`src/common/ssra_pkg.sv`:
```
// Purpose: Shared constants and types for the sensor serial register access link.
// Assumes: Both ends run on a 250 MHz system clock; the serial clock idles low.
// Notes:   Serial mode is clock idle low, sample on rising edge, shift on falling edge.
//
// What this block does
// RL1: Registers are 16 bits, two 6-bit byte addresses.
// RL2: Low chip select brackets one or more frames.
// RL3: Chip select high: output released, inputs ignored.
// RL4: Every frame is exactly 16 serial clocks.
// RL5: Full duplex, 16 bits each way per frame.
// RL6: Write frame: 1, 0, address, data byte.
// RL7: Host writes two frames for a full register.
// RL8: Read request: 0, 0, then 6-bit address.
// RL9: Last eight bits of read are ignored.
// RL10: Either byte address returns whole register.
// RL11: Read data shifts out in next frame.
// RL12: Output registers refresh at sample rate always.
// RL13: Bit 15 new data, bit 14 error alarm.
// RL14: New-data flag sets on refresh, clears on read.
// RL15: Error flag follows present alarm condition.
// RL16: 12-bit outputs: bits 13 and 12 don't care.
// RL17: Rate is 14-bit two's complement, 0x1FFF..0x2000.
// RL18: Rate LSB weight depends on selected range.
// RL19: Flash write counter is plain 16-bit at 0x00.
// RL20: Angle clears on null, soft reset, power-up.
// RL21: Most significant bit first; chip select held per frame.
package ssra_pkg;

  // ----------------------------------------------------------------------
  // Frame layout
  // ----------------------------------------------------------------------
  localparam int unsigned FRAME_BITS    = 16;
  localparam int unsigned ADDR_BITS     = 6;
  localparam int unsigned BYTE_BITS     = 8;
  localparam int unsigned CMD_WRITE_POS = 15;
  localparam int unsigned CMD_ZERO_POS  = 14;
  localparam int unsigned ADDR_LSB      = 8;

  // ----------------------------------------------------------------------
  // Output register byte addresses (lower byte of each pair)
  // ----------------------------------------------------------------------
  localparam logic [5:0] ADDR_FLASH_WRITE_COUNT = 6'h00;
  localparam logic [5:0] ADDR_SUPPLY_VOLTAGE    = 6'h02;
  localparam logic [5:0] ADDR_RATE              = 6'h04;
  localparam logic [5:0] ADDR_AUX_INPUT         = 6'h0a;
  localparam logic [5:0] ADDR_TEMPERATURE       = 6'h0c;
  localparam logic [5:0] ADDR_ANGLE             = 6'h0e;

  // ----------------------------------------------------------------------
  // Output word fields
  // ----------------------------------------------------------------------
  localparam int unsigned NEW_DATA_POS    = 15;
  localparam int unsigned ERROR_ALARM_POS = 14;
  localparam int unsigned DATA14_BITS     = 14;
  localparam int unsigned DATA12_BITS     = 12;
  localparam logic [13:0] RATE_MAX_CODE   = 14'h1fff;
  localparam logic [13:0] RATE_MIN_CODE   = 14'h2000;
  localparam logic [15:0] WORD_RESET      = 16'h0000;

  // Rate LSB weight in micro-degrees per second for each range.
  localparam int unsigned RATE_LSB_WIDE_UDPS   = 73260;
  localparam int unsigned RATE_LSB_MIDDLE_UDPS = RATE_LSB_WIDE_UDPS / 2;
  localparam int unsigned RATE_LSB_NARROW_UDPS = RATE_LSB_WIDE_UDPS / 4;

  // ----------------------------------------------------------------------
  // Host timing: serial clock period 80 ns made from the 4 ns system clock
  // ----------------------------------------------------------------------
  localparam int unsigned SYS_PERIOD_PS   = 4000;
  localparam int unsigned SCLK_PERIOD_NS  = 80;
  localparam int unsigned SCLK_HALF_CYC   = (SCLK_PERIOD_NS * 1000 / SYS_PERIOD_PS) / 2;
  localparam int unsigned CS_GAP_NS       = 160;
  localparam int unsigned CS_GAP_CYC      = (CS_GAP_NS * 1000 + SYS_PERIOD_PS - 1)
                                            / SYS_PERIOD_PS;

  // Host command opcodes.
  typedef enum logic [1:0] {
    SSRA_OP_READ  = 2'b00,
    SSRA_OP_WRITE = 2'b01,
    SSRA_OP_FLUSH = 2'b10
  } ssra_op_t;

endpackage : ssra_pkg

```
`src/common/ssra_if.sv`:
```
// Purpose: Four-wire serial link between host and sensor register access.
// Assumes: The bench passes the data-out wire straight to the host, ignoring its enable.
// Notes:   The device drives data-out at all times; its enable is high while its synchronised chip select is low.
`timescale 1ns/1ps
interface ssra_if;
  logic cs_n;       // Chip select, active low.
  logic sclk;       // Serial clock from host.
  logic mosi;       // Host to device data.
  logic miso;       // Device to host data value.
  logic miso_oe;    // Device drives data-out while high.

  modport host (output cs_n, output sclk, output mosi, input miso);
  modport device (input cs_n, input sclk, input mosi, output miso, output miso_oe);
endinterface : ssra_if

```
`src/verilog/ssra_device.sv`:
```
// Purpose: Serial slave that exposes the sensor output data registers.
// Assumes: Serial clock idles low; inputs are synchronised to clk_sys_in.
// Notes:   Sample values, alarm and flash count arrive as user-side inputs.
//          A read reply leaves on the frame after its request, so a burst
//          of reads needs one extra frame at its end to drain the last word.
//
// The plain strobed port was left to the implementer.
`timescale 1ns/1ps
module ssra_device
  import ssra_pkg::*;
(
  input  wire logic        clk_sys_in,
  input  wire logic        resetn_in,
  ssra_if.device           link,
  input  wire logic        sample_strobe_in,
  input  wire logic [11:0] supply_sample_in,
  input  wire logic [13:0] rate_sample_in,
  input  wire logic [11:0] aux_sample_in,
  input  wire logic [11:0] temperature_sample_in,
  input  wire logic        error_alarm_in,
  input  wire logic        angle_clear_in,
  input  wire logic [15:0] flash_write_count_in,
  // Decoded byte writes for the register file that sits outside.
  output logic [5:0]       write_addr_out,
  output logic [7:0]       write_data_out,
  output logic             write_strobe_out
);

  // ----------------------------------------------------------------------
  // State record
  // ----------------------------------------------------------------------
  // Every register of the slave lives here: pin synchronisers, the frame
  // shifters, the five output values with their new-data flags, and the
  // decoded write. The frame position counts rising serial clock edges.
  typedef struct packed {
    logic [2:0]  cs_sync;
    logic [2:0]  sclk_sync;
    logic [1:0]  mosi_sync;
    logic [4:0]  bit_count;
    logic [15:0] shift_in;
    logic [15:0] shift_out;
    logic        miso;
    logic [13:0] supply;
    logic [13:0] rate;
    logic [13:0] aux;
    logic [13:0] temperature;
    logic [13:0] angle;
    logic [4:0]  new_data;
    logic [5:0]  wr_addr;
    logic [7:0]  wr_data;
    logic        wr_strobe;
  } ssra_dev_state_t;

  ssra_dev_state_t state;
  ssra_dev_state_t next_state;

  // Pin events, all taken from the second synchroniser stage or later.
  logic cs_active;
  logic sclk_rise;
  logic sclk_fall;
  logic frame_done;
  logic [15:0] word_in;

  // ----------------------------------------------------------------------
  // Edge detection on synchronised pins
  // ----------------------------------------------------------------------
  // Edges are found between the second and third serial clock stages, so
  // the first stage never feeds logic. Data in is taken from its second
  // stage, which lines up with the same edge of the serial clock.
  // A chip select that is high masks every serial clock edge.
  assign cs_active  = ~state.cs_sync[1];                              // RL2
  assign sclk_rise  = cs_active & state.sclk_sync[1] & ~state.sclk_sync[2]; // RL3
  assign sclk_fall  = cs_active & ~state.sclk_sync[1] & state.sclk_sync[2];
  assign word_in    = {state.shift_in[14:0], state.mosi_sync[1]};     // RL21
  assign frame_done = sclk_rise & (state.bit_count == 5'(FRAME_BITS - 1)); // RL4

  // ----------------------------------------------------------------------
  // Read decode
  // ----------------------------------------------------------------------
  // Either byte address of a pair selects the whole word, so address bit 0
  // is dropped. Unmapped addresses read as zero rather than stale data.
  function automatic logic [15:0] read_mux(input ssra_dev_state_t s, input logic [5:0] a);
    logic [5:0] base;
    base = {a[5:1], 1'b0};                                            // RL10 RL1
    unique case (base)
      ADDR_FLASH_WRITE_COUNT: read_mux = flash_write_count_in;        // RL19
      ADDR_SUPPLY_VOLTAGE:    read_mux = {s.new_data[0], error_alarm_in, s.supply}; // RL13 RL15
      ADDR_RATE:              read_mux = {s.new_data[1], error_alarm_in, s.rate}; // RL17
      ADDR_AUX_INPUT:         read_mux = {s.new_data[2], error_alarm_in, s.aux};
      ADDR_TEMPERATURE:       read_mux = {s.new_data[3], error_alarm_in, s.temperature};
      ADDR_ANGLE:             read_mux = {s.new_data[4], error_alarm_in, s.angle};
      default:                read_mux = WORD_RESET;
    endcase
  endfunction

  // Returns which new-data flag a read address owns, one-hot. The flash
  // write counter has no flag, so it owns none.
  function automatic logic [4:0] read_hit(input logic [5:0] a);
    logic [5:0] base;
    base = {a[5:1], 1'b0};
    unique case (base)
      ADDR_SUPPLY_VOLTAGE: read_hit = 5'h01;
      ADDR_RATE:           read_hit = 5'h02;
      ADDR_AUX_INPUT:      read_hit = 5'h04;
      ADDR_TEMPERATURE:    read_hit = 5'h08;
      ADDR_ANGLE:          read_hit = 5'h10;
      default:             read_hit = 5'h00;
    endcase
  endfunction

  // ----------------------------------------------------------------------
  // Next-state logic
  // ----------------------------------------------------------------------
  always_comb begin
    logic [4:0] clear_hit;
    logic       is_write;
    clear_hit  = 5'h00;
    is_write   = 1'b0;
    next_state = state;
    // Pin synchronisers shift on every clock; the write strobe is one cycle.
    next_state.cs_sync   = {state.cs_sync[1:0], link.cs_n};
    next_state.sclk_sync = {state.sclk_sync[1:0], link.sclk};
    next_state.mosi_sync = {state.mosi_sync[0], link.mosi};
    next_state.wr_strobe = 1'b0;

    // Chip select high resets the frame position.
    if (!cs_active) begin
      next_state.bit_count = 5'h00;                                   // RL3
    end
    // Rising edges assemble the input word, most significant bit first.
    if (sclk_rise) begin
      next_state.shift_in  = word_in;                                 // RL5
      next_state.bit_count = state.bit_count + 5'h01;
    end
    // Falling edges inside the frame move the reply on by one bit. The
    // trailing fall after the sixteenth rise finds the count at zero and
    // must leave alone the word that the frame end has just loaded.
    if (sclk_fall && (state.bit_count != 5'h00)) begin              // RL11
      next_state.miso      = state.shift_out[15];                     // RL21
      next_state.shift_out = {state.shift_out[14:0], 1'b0};
    end

    // End of frame: decode command and prepare the reply.
    if (frame_done) begin
      next_state.bit_count = 5'h00;
      is_write = word_in[CMD_WRITE_POS] & ~word_in[CMD_ZERO_POS];
      // A write stores its byte outside and sends zeros in the next frame.
      if (is_write) begin
        next_state.wr_addr   = word_in[ADDR_LSB +: ADDR_BITS];        // RL6
        next_state.wr_data   = word_in[BYTE_BITS-1:0];
        next_state.wr_strobe = 1'b1;
        next_state.shift_out = WORD_RESET;
      end else if (word_in[CMD_WRITE_POS:CMD_ZERO_POS] == 2'b00) begin
        // Low byte is don't care for reads.
        next_state.shift_out = read_mux(state, word_in[ADDR_LSB +: ADDR_BITS]); // RL8 RL9 RL11
        // The flag drops at request decode; the word latched above still
        // carries it set, so the host sees fresh data exactly once.
        clear_hit = read_hit(word_in[ADDR_LSB +: ADDR_BITS]);        // RL14
      end else begin
        // A frame that starts 0,1 or 1,1 is no command; it gets zeros back.
        next_state.shift_out = WORD_RESET;
      end
      // The first reply bit goes out at once; the rest follow the falls.
      next_state.miso = next_state.shift_out[15];
      next_state.shift_out = {next_state.shift_out[14:0], 1'b0};
    end

    // Sample refresh runs regardless of link activity; set wins over clear.
    next_state.new_data = state.new_data & ~clear_hit;
    if (sample_strobe_in) begin
      next_state.supply      = {2'b00, supply_sample_in};             // RL12 RL16
      next_state.rate        = rate_sample_in;                        // RL17 RL18
      next_state.aux         = {2'b00, aux_sample_in};
      next_state.temperature = {2'b00, temperature_sample_in};
      // The angle integrates the rate and wraps at its 14-bit field width.
      next_state.angle       = 14'(state.angle + rate_sample_in);
      next_state.new_data    = 5'h1f;                                 // RL14
    end
    // Clearing the angle wins over a same-cycle accumulate.
    if (angle_clear_in) begin
      next_state.angle = 14'h0000;                                    // RL20
    end
  end

  // ----------------------------------------------------------------------
  // State register
  // ----------------------------------------------------------------------
  // The chip select stages start high, so no false frame follows reset, and
  // all output values start at zero, which clears the angle at power-up.
  always_ff @(posedge clk_sys_in or negedge resetn_in) begin
    if (!resetn_in) begin
      state         <= '0;                                            // RL20
      state.cs_sync <= 3'h7;
    end else begin
      state <= next_state;
    end
  end

  // ----------------------------------------------------------------------
  // Output drive
  // ----------------------------------------------------------------------
  // Data out is released while the synchronised chip select is high, which
  // lags the pin by two clocks at each end of a transaction.
  assign link.miso        = state.miso;
  assign link.miso_oe     = cs_active;                                // RL3
  assign write_addr_out   = state.wr_addr;
  assign write_data_out   = state.wr_data;
  assign write_strobe_out = state.wr_strobe;

endmodule : ssra_device

```
`src/flat_wrapper.sv`:
```
// flat-port wrapper written by rule: the top's interface ports become plain ports
module ssra_device_flat import ssra_pkg::*;
  (clk_sys_in, resetn_in, sample_strobe_in, supply_sample_in, rate_sample_in, aux_sample_in, temperature_sample_in, error_alarm_in, angle_clear_in, flash_write_count_in, write_addr_out, write_data_out, write_strobe_out, link_cs_n, link_sclk, link_mosi, link_miso, link_miso_oe);
  ssra_if link_i ();
  input  wire logic clk_sys_in;
  input  wire logic resetn_in;
  input  wire logic sample_strobe_in;
  input  wire logic [11:0] supply_sample_in;
  input  wire logic [13:0] rate_sample_in;
  input  wire logic [11:0] aux_sample_in;
  input  wire logic [11:0] temperature_sample_in;
  input  wire logic error_alarm_in;
  input  wire logic angle_clear_in;
  input  wire logic [15:0] flash_write_count_in;
  output logic [5:0] write_addr_out;
  output logic [7:0] write_data_out;
  output logic write_strobe_out;
  input wire logic [$bits(link_i.cs_n)-1:0] link_cs_n;
  input wire logic [$bits(link_i.sclk)-1:0] link_sclk;
  input wire logic [$bits(link_i.mosi)-1:0] link_mosi;
  output wire logic [$bits(link_i.miso)-1:0] link_miso;
  output wire logic [$bits(link_i.miso_oe)-1:0] link_miso_oe;
  assign link_i.cs_n = link_cs_n;
  assign link_i.sclk = link_sclk;
  assign link_i.mosi = link_mosi;
  assign link_miso = link_i.miso;
  assign link_miso_oe = link_i.miso_oe;
  ssra_device u_core (.clk_sys_in(clk_sys_in), .resetn_in(resetn_in), .link(link_i), .sample_strobe_in(sample_strobe_in), .supply_sample_in(supply_sample_in), .rate_sample_in(rate_sample_in), .aux_sample_in(aux_sample_in), .temperature_sample_in(temperature_sample_in), .error_alarm_in(error_alarm_in), .angle_clear_in(angle_clear_in), .flash_write_count_in(flash_write_count_in), .write_addr_out(write_addr_out), .write_data_out(write_data_out), .write_strobe_out(write_strobe_out));
endmodule
```
`config.mk`:
```
export PLATFORM = sky130hd
export DESIGN_NAME = ssra_device_flat
export DESIGN_NICKNAME = d
export VERILOG_FILES = /design/src/common/ssra_pkg.sv /design/src/common/ssra_if.sv /design/src/verilog/ssra_device.sv /design/src/flat_wrapper.sv
export SDC_FILE = /design/constraint.sdc
export NUM_CORES = 1
export LEC_CHECK = 0
export ABC_CLOCK_PERIOD_IN_PS = 2400
export BUFFER_PORTS_ARGS = -buffer_cell sky130_fd_sc_hd__buf_2
export CAP_MARGIN = 20
export CORE_MARGIN = 2
export CORE_UTILIZATION = 57
export DETAILED_ROUTE_END_ITERATION = 10
export PLACE_DENSITY = 0.92
export SYNTH_ARGS = -nofsm -noshare
export SYNTH_HDL_FRONTEND = slang
export SYNTH_SLANG_ARGS = --single-unit
```
`constraint.sdc`:
```
create_clock -name clk_sys_in -period 2.4 [get_ports clk_sys_in]
set_input_delay 0.48 -clock clk_sys_in [delete_from_list [all_inputs] [get_ports clk_sys_in]]
set_output_delay 0.48 -clock clk_sys_in [all_outputs]
set_load 0.01 [all_outputs]
```
Yosys cells after proc, flatten, opt, wreduce, memory -nomap -nowiden --
Index checks and enable logic that the tools add are counted.
Word-level totals: word-level logic and storage cells 60, latch bits 0, memory bits (writable) 0, memories 0, flip-flop bits (word level) 129, bits in read-only memories 0
Operators by class: add/subtract/negate cells 2, multipliers 0, divide/modulo/power cells 0, shift operators 0, bitwise logic cells 12, reductions and logical operators 8, equality and inequality tests 6, magnitude comparators 0, multiplexer cells 16
Operators with widths (number):
- 16-bit one-hot mux with 6 select lines | 1
- 17-bit two-way mux | 2
- 16-bit two-way mux | 2
- 5-bit two-way mux | 5
- 5-bit one-hot mux with 5 select lines | 1
- 21-bit two-way mux | 1
- 19-bit two-way mux | 1
- 5-bit by 3-bit equality test with 1-bit output, second input constant | 3
- 14-bit adder | 1
- 14-bit two-way mux | 1
- 1-bit bitwise AND | 6
- 5-bit by 1-bit adder with 5-bit output, second input constant | 1
- 5-bit bitwise AND | 1
- 5-bit by 1-bit equality test with 1-bit output, second input constant | 1
- 5-bit by 2-bit equality test with 1-bit output, second input constant | 1
- 5-bit by 4-bit equality test with 1-bit output, second input constant | 1
- 5-bit zero test | 1
- 5-bit NOT | 1
- 5-bit nonzero test | 1
- 1-bit NOT | 4
- 2-bit nonzero test | 2
- 3-bit nonzero test | 1
- 2-bit zero test | 1
- 1-bit two-way mux | 2
- other kinds (2) | 2

Logic depth before layout (Yosys ltp) --
depth in word-level cells 9, mapped depth 10, mapped depth without buffers 8

Least setup slack after synthesis --
Ideal clock, no wire load.
kind register to register, start point register u_core.state[123] in the netlist's numbering, end point register u_core.state[100] in the netlist's numbering, arrival time 2.031 ns, required time 2.318 ns, setup slack 0.287 ns, setup time 0.082 ns, period minus slack after synthesis 2.113 ns, buffers on the path 2, cell stages (with the launch flop) 10, cell sequence dfrtp_1 -> ha_1 -> and3_1 -> ha_1 -> buf_2 -> nand3b_1 -> a21oi_1 -> clkbuf_1 -> nor2_1 -> a31oi_1
On the way: cells in the longest elaborated chain, start to end 3
RTL lines:
- start, declared | line ssra_device.sv:54 | ssra_dev_state_t state;
- start signal, assigned | line ssra_device.sv:195 | state <= next_state;
- 5-bit by 4-bit equality test with 1-bit output or 5-bit nonzero test (tied branches) | line ssra_device.sv:75, ssra_device.sv:138
- 1-bit bitwise AND or 1-bit logical AND (tied branches) | line ssra_device.sv:75, ssra_device.sv:138
- 17-bit two-way mux or 2-bit nonzero test (tied branches)
Several ways; a longest one is shown, not always the timed one. A chain may end at the register's enable or synchronous reset.

Worst setup path after layout --
start point register u_core.state[21] in the netlist's numbering, end point register u_core.state[29] in the netlist's numbering
On the way: cells in the longest elaborated chain, start to end 3
RTL lines:
- 14-bit adder | line ssra_device.sv:176 | next_state.angle = 14'(state.angle + rate_sample_in);
- 19-bit two-way mux | line ssra_device.sv:170 | if (sample_strobe_in) begin
- 14-bit two-way mux | line ssra_device.sv:180 | if (angle_clear_in) begin
No other way between the ends. The select of a mux whose other input is x is not followed.

==> impl_table.tex <==
\begin{tabular}{lr}
\hline
Metric & Value \\
\hline
\multicolumn{2}{l}{\textbf{Setup path}} \\
CP Data Arrival Time & 2.67 ns \\
Terminus of the critical flop-to-flop path & u\_core.state[29] \\
Crit path cell chain & ha\_1 > a21o\_1 > nand4\_1 > a2111oi\_1 > o21ai\_0 > o311ai\_0 \\
Slowest-stage cell, CP & sky130\_fd\_sc\_hd\_\_a2111oi\_1 \\
Startpoint of the lowest-slack register-to-register path & u\_core.state[21] \\
Kind of capture point of the worst setup path & flop \\
Largest fanout on the critical path & 4 \\
Start-to-end type of the worst setup path & reg -> reg \\
Largest stage delay, worst path & 0.74 ns \\
Critical Path Start Type & flop \\
CP required & 2.80 ns \\
Setup slack on the worst flop-to-flop path & 0.13 ns \\
Depth of the worst register-to-register path & 6 \\
\multicolumn{2}{l}{\textbf{Final layout}} \\
Ratio of cells with drive above 1 in the final layout & 0.3607 \\
Final std cell area, no fill & 7493 sq um \\
Number of standard cells in the final layout excluding fillers & 797 \\
Core utilization of the finished layout & 0.6913 \\
Fill cells & 719 \\
Final antenna diode count & 0 \\
Post-synthesis to final-layout area growth & 18.34\% \\
Sequential Area & 3181 sq um \\
Post-layout nets & 735 \\
Multi-input combinational cell area & 2864 sq um \\
\multicolumn{2}{l}{\textbf{Timing}} \\
Number of pins with negative max-slew slack in the final report & 0 \\
Final setup margin & 0.1313 ns \\
Number of setup violations in the final report & 0 \\
Final clock skew & 0.007289 ns \\
Worst hold slack after final layout & -0.006729 ns \\
Tightest Pin Transition & 0.7131 ns \\
Sum of negative setup slack & 0 ns \\
Final critical-path share of the clock period & 0.9453 \\
Unrepaired setup endpoints after global routing & no \\
Achievable Freq & 440.8 MHz \\
Final hold violations & 14 \\
Period minus WS final & 2.269 ns \\
Slew headroom & 0.5234 \\
\multicolumn{2}{l}{\textbf{Floorplan}} \\
Number of rows created at floorplan & 38 \\
Total core area & 10840 sq um \\
Die Y & 109.4 um \\
Die ar. & 11970 sq um \\
Die width & 109.4 um \\
Initial standard-cell utilization of the core & 0.5841 \\
Boundary pin count & 91 \\
\multicolumn{2}{l}{\textbf{Route}} \\
Violation count after the first detailed-route iteration & 521 \\
Post-route DRC & 0 \\
First-pass iteration count of the detailed router & 6 \\
Via count of the routed design & 5002 \\
Number of nets still failing antenna checks after routing & 0 \\
Mean routed wirelength per cell & 19.68 um \\
Per-cell via count in the routed design & 6.276 \\
Drt total wl & 15.68 mm \\
\multicolumn{2}{l}{\textbf{CTS}} \\
Post-CTS setup repair buffer count & 0 \\
Clock transition at path regs & 0.06 ns \\
CTS sink count & 127 \\
TritonCTS buffer count & 17 \\
Hold bufs inserted after CTS & 0 \\
Clock root buffer master & sky130\_fd\_sc\_hd\_\_clkbuf\_8 \\
Clock tree from TritonCTS & done \\
H-tree Lvls & 4 \\
\# resized after CTS & 0 \\
Clock latency of the later-clocked register in the worst-skew pair & 0.53 ns \\
Clock tree buffer depth & 2 \\
\multicolumn{2}{l}{\textbf{Place}} \\
I/O Buffers & 90 \\
Final estimated routing congestion in global placement & 0.8927 \\
Post-DP Area & 6900 sq um \\
Post-DP HPWL & 10.90 mm \\
Worst setup slack after placement & -0.1255 ns \\
Number of instances in the placed design & 765 \\
\multicolumn{2}{l}{\textbf{Logic synthesis}} \\
Seq/Total Area, Yosys & 0.5023 \\
Library cell occupying the most area in the post-synthesis netlist & sky130\_fd\_sc\_hd\_\_dfrtp\_1 \\
Top\_reg\_cell synth & sky130\_fd\_sc\_hd\_\_dfrtp\_1 \\
Most numerous cell in the Yosys netlist & sky130\_fd\_sc\_hd\_\_dfrtp\_1 \\
Count of mapped cells out of synthesis & 558 \\
Ranking of synthesized cells by instance count & sky130\_fd\_sc\_hd\_\_dfrtp\_1, sky130\_fd\_sc\_hd\_\_mux2\_2, sky130\_fd\_sc\_hd\_\_nor2\_1 \\
Cell types occupying the most area after synthesis & sky130\_fd\_sc\_hd\_\_dfrtp\_1, sky130\_fd\_sc\_hd\_\_mux2\_2, sky130\_fd\_sc\_hd\_\_ha\_1 \\
Mean cell area of the mapped netlist & 11.35 sq um \\
Distinct cell type count after synthesis & 63 \\
Number of enable flip-flop cells after synthesis & 0 \\
Yosys reg bits & 127 \\
Number of synthesis warnings & 0 \\
Fraction of synthesized cell area taken by the top area cell type & 0.4940 \\
Number of nets produced by synthesis & 649 \\
Total standard cell area after synthesis & 6332 sq um \\
Post-synthesis async set-or-reset flop share & 1.000 \\
\multicolumn{2}{l}{\textbf{Global route}} \\
Wire length of the first global-routing pass & 25.21 mm \\
GR Util All Layers & 0.2781 \\
Vias in the first global route & 4973 \\
Largest net degree at the start of global routing & 51 \\
Antenna violations before repair & 0 \\
Final global-route overflow total & 0 \\
\multicolumn{2}{l}{\textbf{Power and ir drop}} \\
Worst voltage drop across the vdd grid & 0.0005206 V \\
Pwr Density & 822.7 nW/um\^{}2 \\
Pleak & 3.398 nW \\
\multicolumn{2}{l}{\textbf{Hold path}} \\
Worst hold-check path type & in -> async \\
\multicolumn{2}{l}{\textbf{Status}} \\
Status & complete, but fails checks \\
Violations in the final reports & hold timing \\
\multicolumn{2}{l}{\textbf{Run}} \\
Maximum Capacitance Violations & 0 \\
\hline
\end{tabular}
==> cells in the final DEF, fill, tap and decap left out, types with 5 or more instances in the layout <==
cell,netlist,final
sky130_fd_sc_hd__dfrtp_1,125,125
sky130_fd_sc_hd__buf_2,5,89
sky130_fd_sc_hd__mux2_2,84,84
sky130_fd_sc_hd__nor2_1,35,35
sky130_fd_sc_hd__a21oi_1,29,29
sky130_fd_sc_hd__o21ai_0,26,26
sky130_fd_sc_hd__a22oi_1,25,25
sky130_fd_sc_hd__nand2_1,20,20
sky130_fd_sc_hd__buf_4,15,20
sky130_fd_sc_hd__a31oi_1,18,18
sky130_fd_sc_hd__ha_1,16,16
sky130_fd_sc_hd__clkbuf_16,0,16
sky130_fd_sc_hd__inv_1,14,14
sky130_fd_sc_hd__nor3_1,9,9
sky130_fd_sc_hd__a21o_1,8,8
sky130_fd_sc_hd__nand2b_1,8,8
sky130_fd_sc_hd__nand3_1,8,8
sky130_fd_sc_hd__inv_6,0,8
sky130_fd_sc_hd__mux2i_1,7,7
sky130_fd_sc_hd__and3_1,5,5
sky130_fd_sc_hd__nor2b_1,5,5
==> kinds of logic (layout without fill, tap and decap cells) <==
group,after synthesis,after routing,share of synthesized area
compound gates,150,150,0.1598
flops,127,127,0.5023
simple gates,112,112,0.09188
mux,91,91,0.1604
buf+inv,58,157,0.04663
fa+ha+maj,17,17,0.03478
xor+xnor,3,3,0.004150
==> how the worst max path moves through the flow <==
stage                            from                 to  slack, ns  depth (start not counted)
detailed placement  rate_sample_in[1]   u_core.state[29]      -0.13                          6
CTS                  u_core.state[21]   u_core.state[29]       0.05                          6
global placement    rate_sample_in[1]   u_core.state[29]      0.004                          6
floorplan           u_core.state[123]  u_core.state[100]       0.29                          9
finish               u_core.state[21]   u_core.state[29]       0.13                          6
global route         u_core.state[21]   u_core.state[29]       0.02                          6
==> layout make-up <==
| class | instances | share of cell area |
|---|---|---|
| inverter | 14 | 0.007013 |
| timing repair buffer | 111 | 0.08482 |
| clock buffer | 17 | 0.05527 |
| sequential | 127 | 0.4244 |
| multi-input combinational | 373 | 0.3822 |
| clock inverter | 15 | 0.02288 |
| tap | 140 | 0.02338 |
==> registers in the layout, summed over array words and instances (netlist names) <==
signal / flops
u_core.next_state: 5
u_core.write_strobe_out: 1
u_core.state: 106
u_core.write_data_out: 8
u_core.write_addr_out: 6
u_core.link.miso: 1
==> through the flow <==
stage	power, mW	hold WS, ns
6_report	6.165	-0.006729
5_1_grt	6.403	0.03329
4_1_cts	6.153	0.006485
3_5_place_dp	3.603	0.3428
3_3_place_gp	3.540	0.3350
2_1_floorplan	3.196	0.1844
==> critical path, delay by kind of cell (launching register included) <==
| family | cells | cell delay (ns) |
|---|---|---|
| fa+ha+maj | 1 | 0.29 |
| flops | 1 | 0.43 |
| compound gates | 4 | 1.23 |
| simple gates | 1 | 0.18 |
==> where the power goes <==
group	switching, mW	internal [mW]	total (mW)
combinational	0.564	0.487	1.05
clock	1.05	1.51	2.56
sequential	0.196	2.36	2.56
total	1.81	4.36	6.17
==> routing by layer <==
metal  GRT usage  vias to the layer above  part of all wire
li1            -                     2228                 -
met5           0                        -                 0
met2      0.4700                      252              0.51
met4     0.09765                        0             0.027
met1      0.3531                     2473              0.39
met3     0.06224                       49             0.074
(Power assumes the default switching activity.)
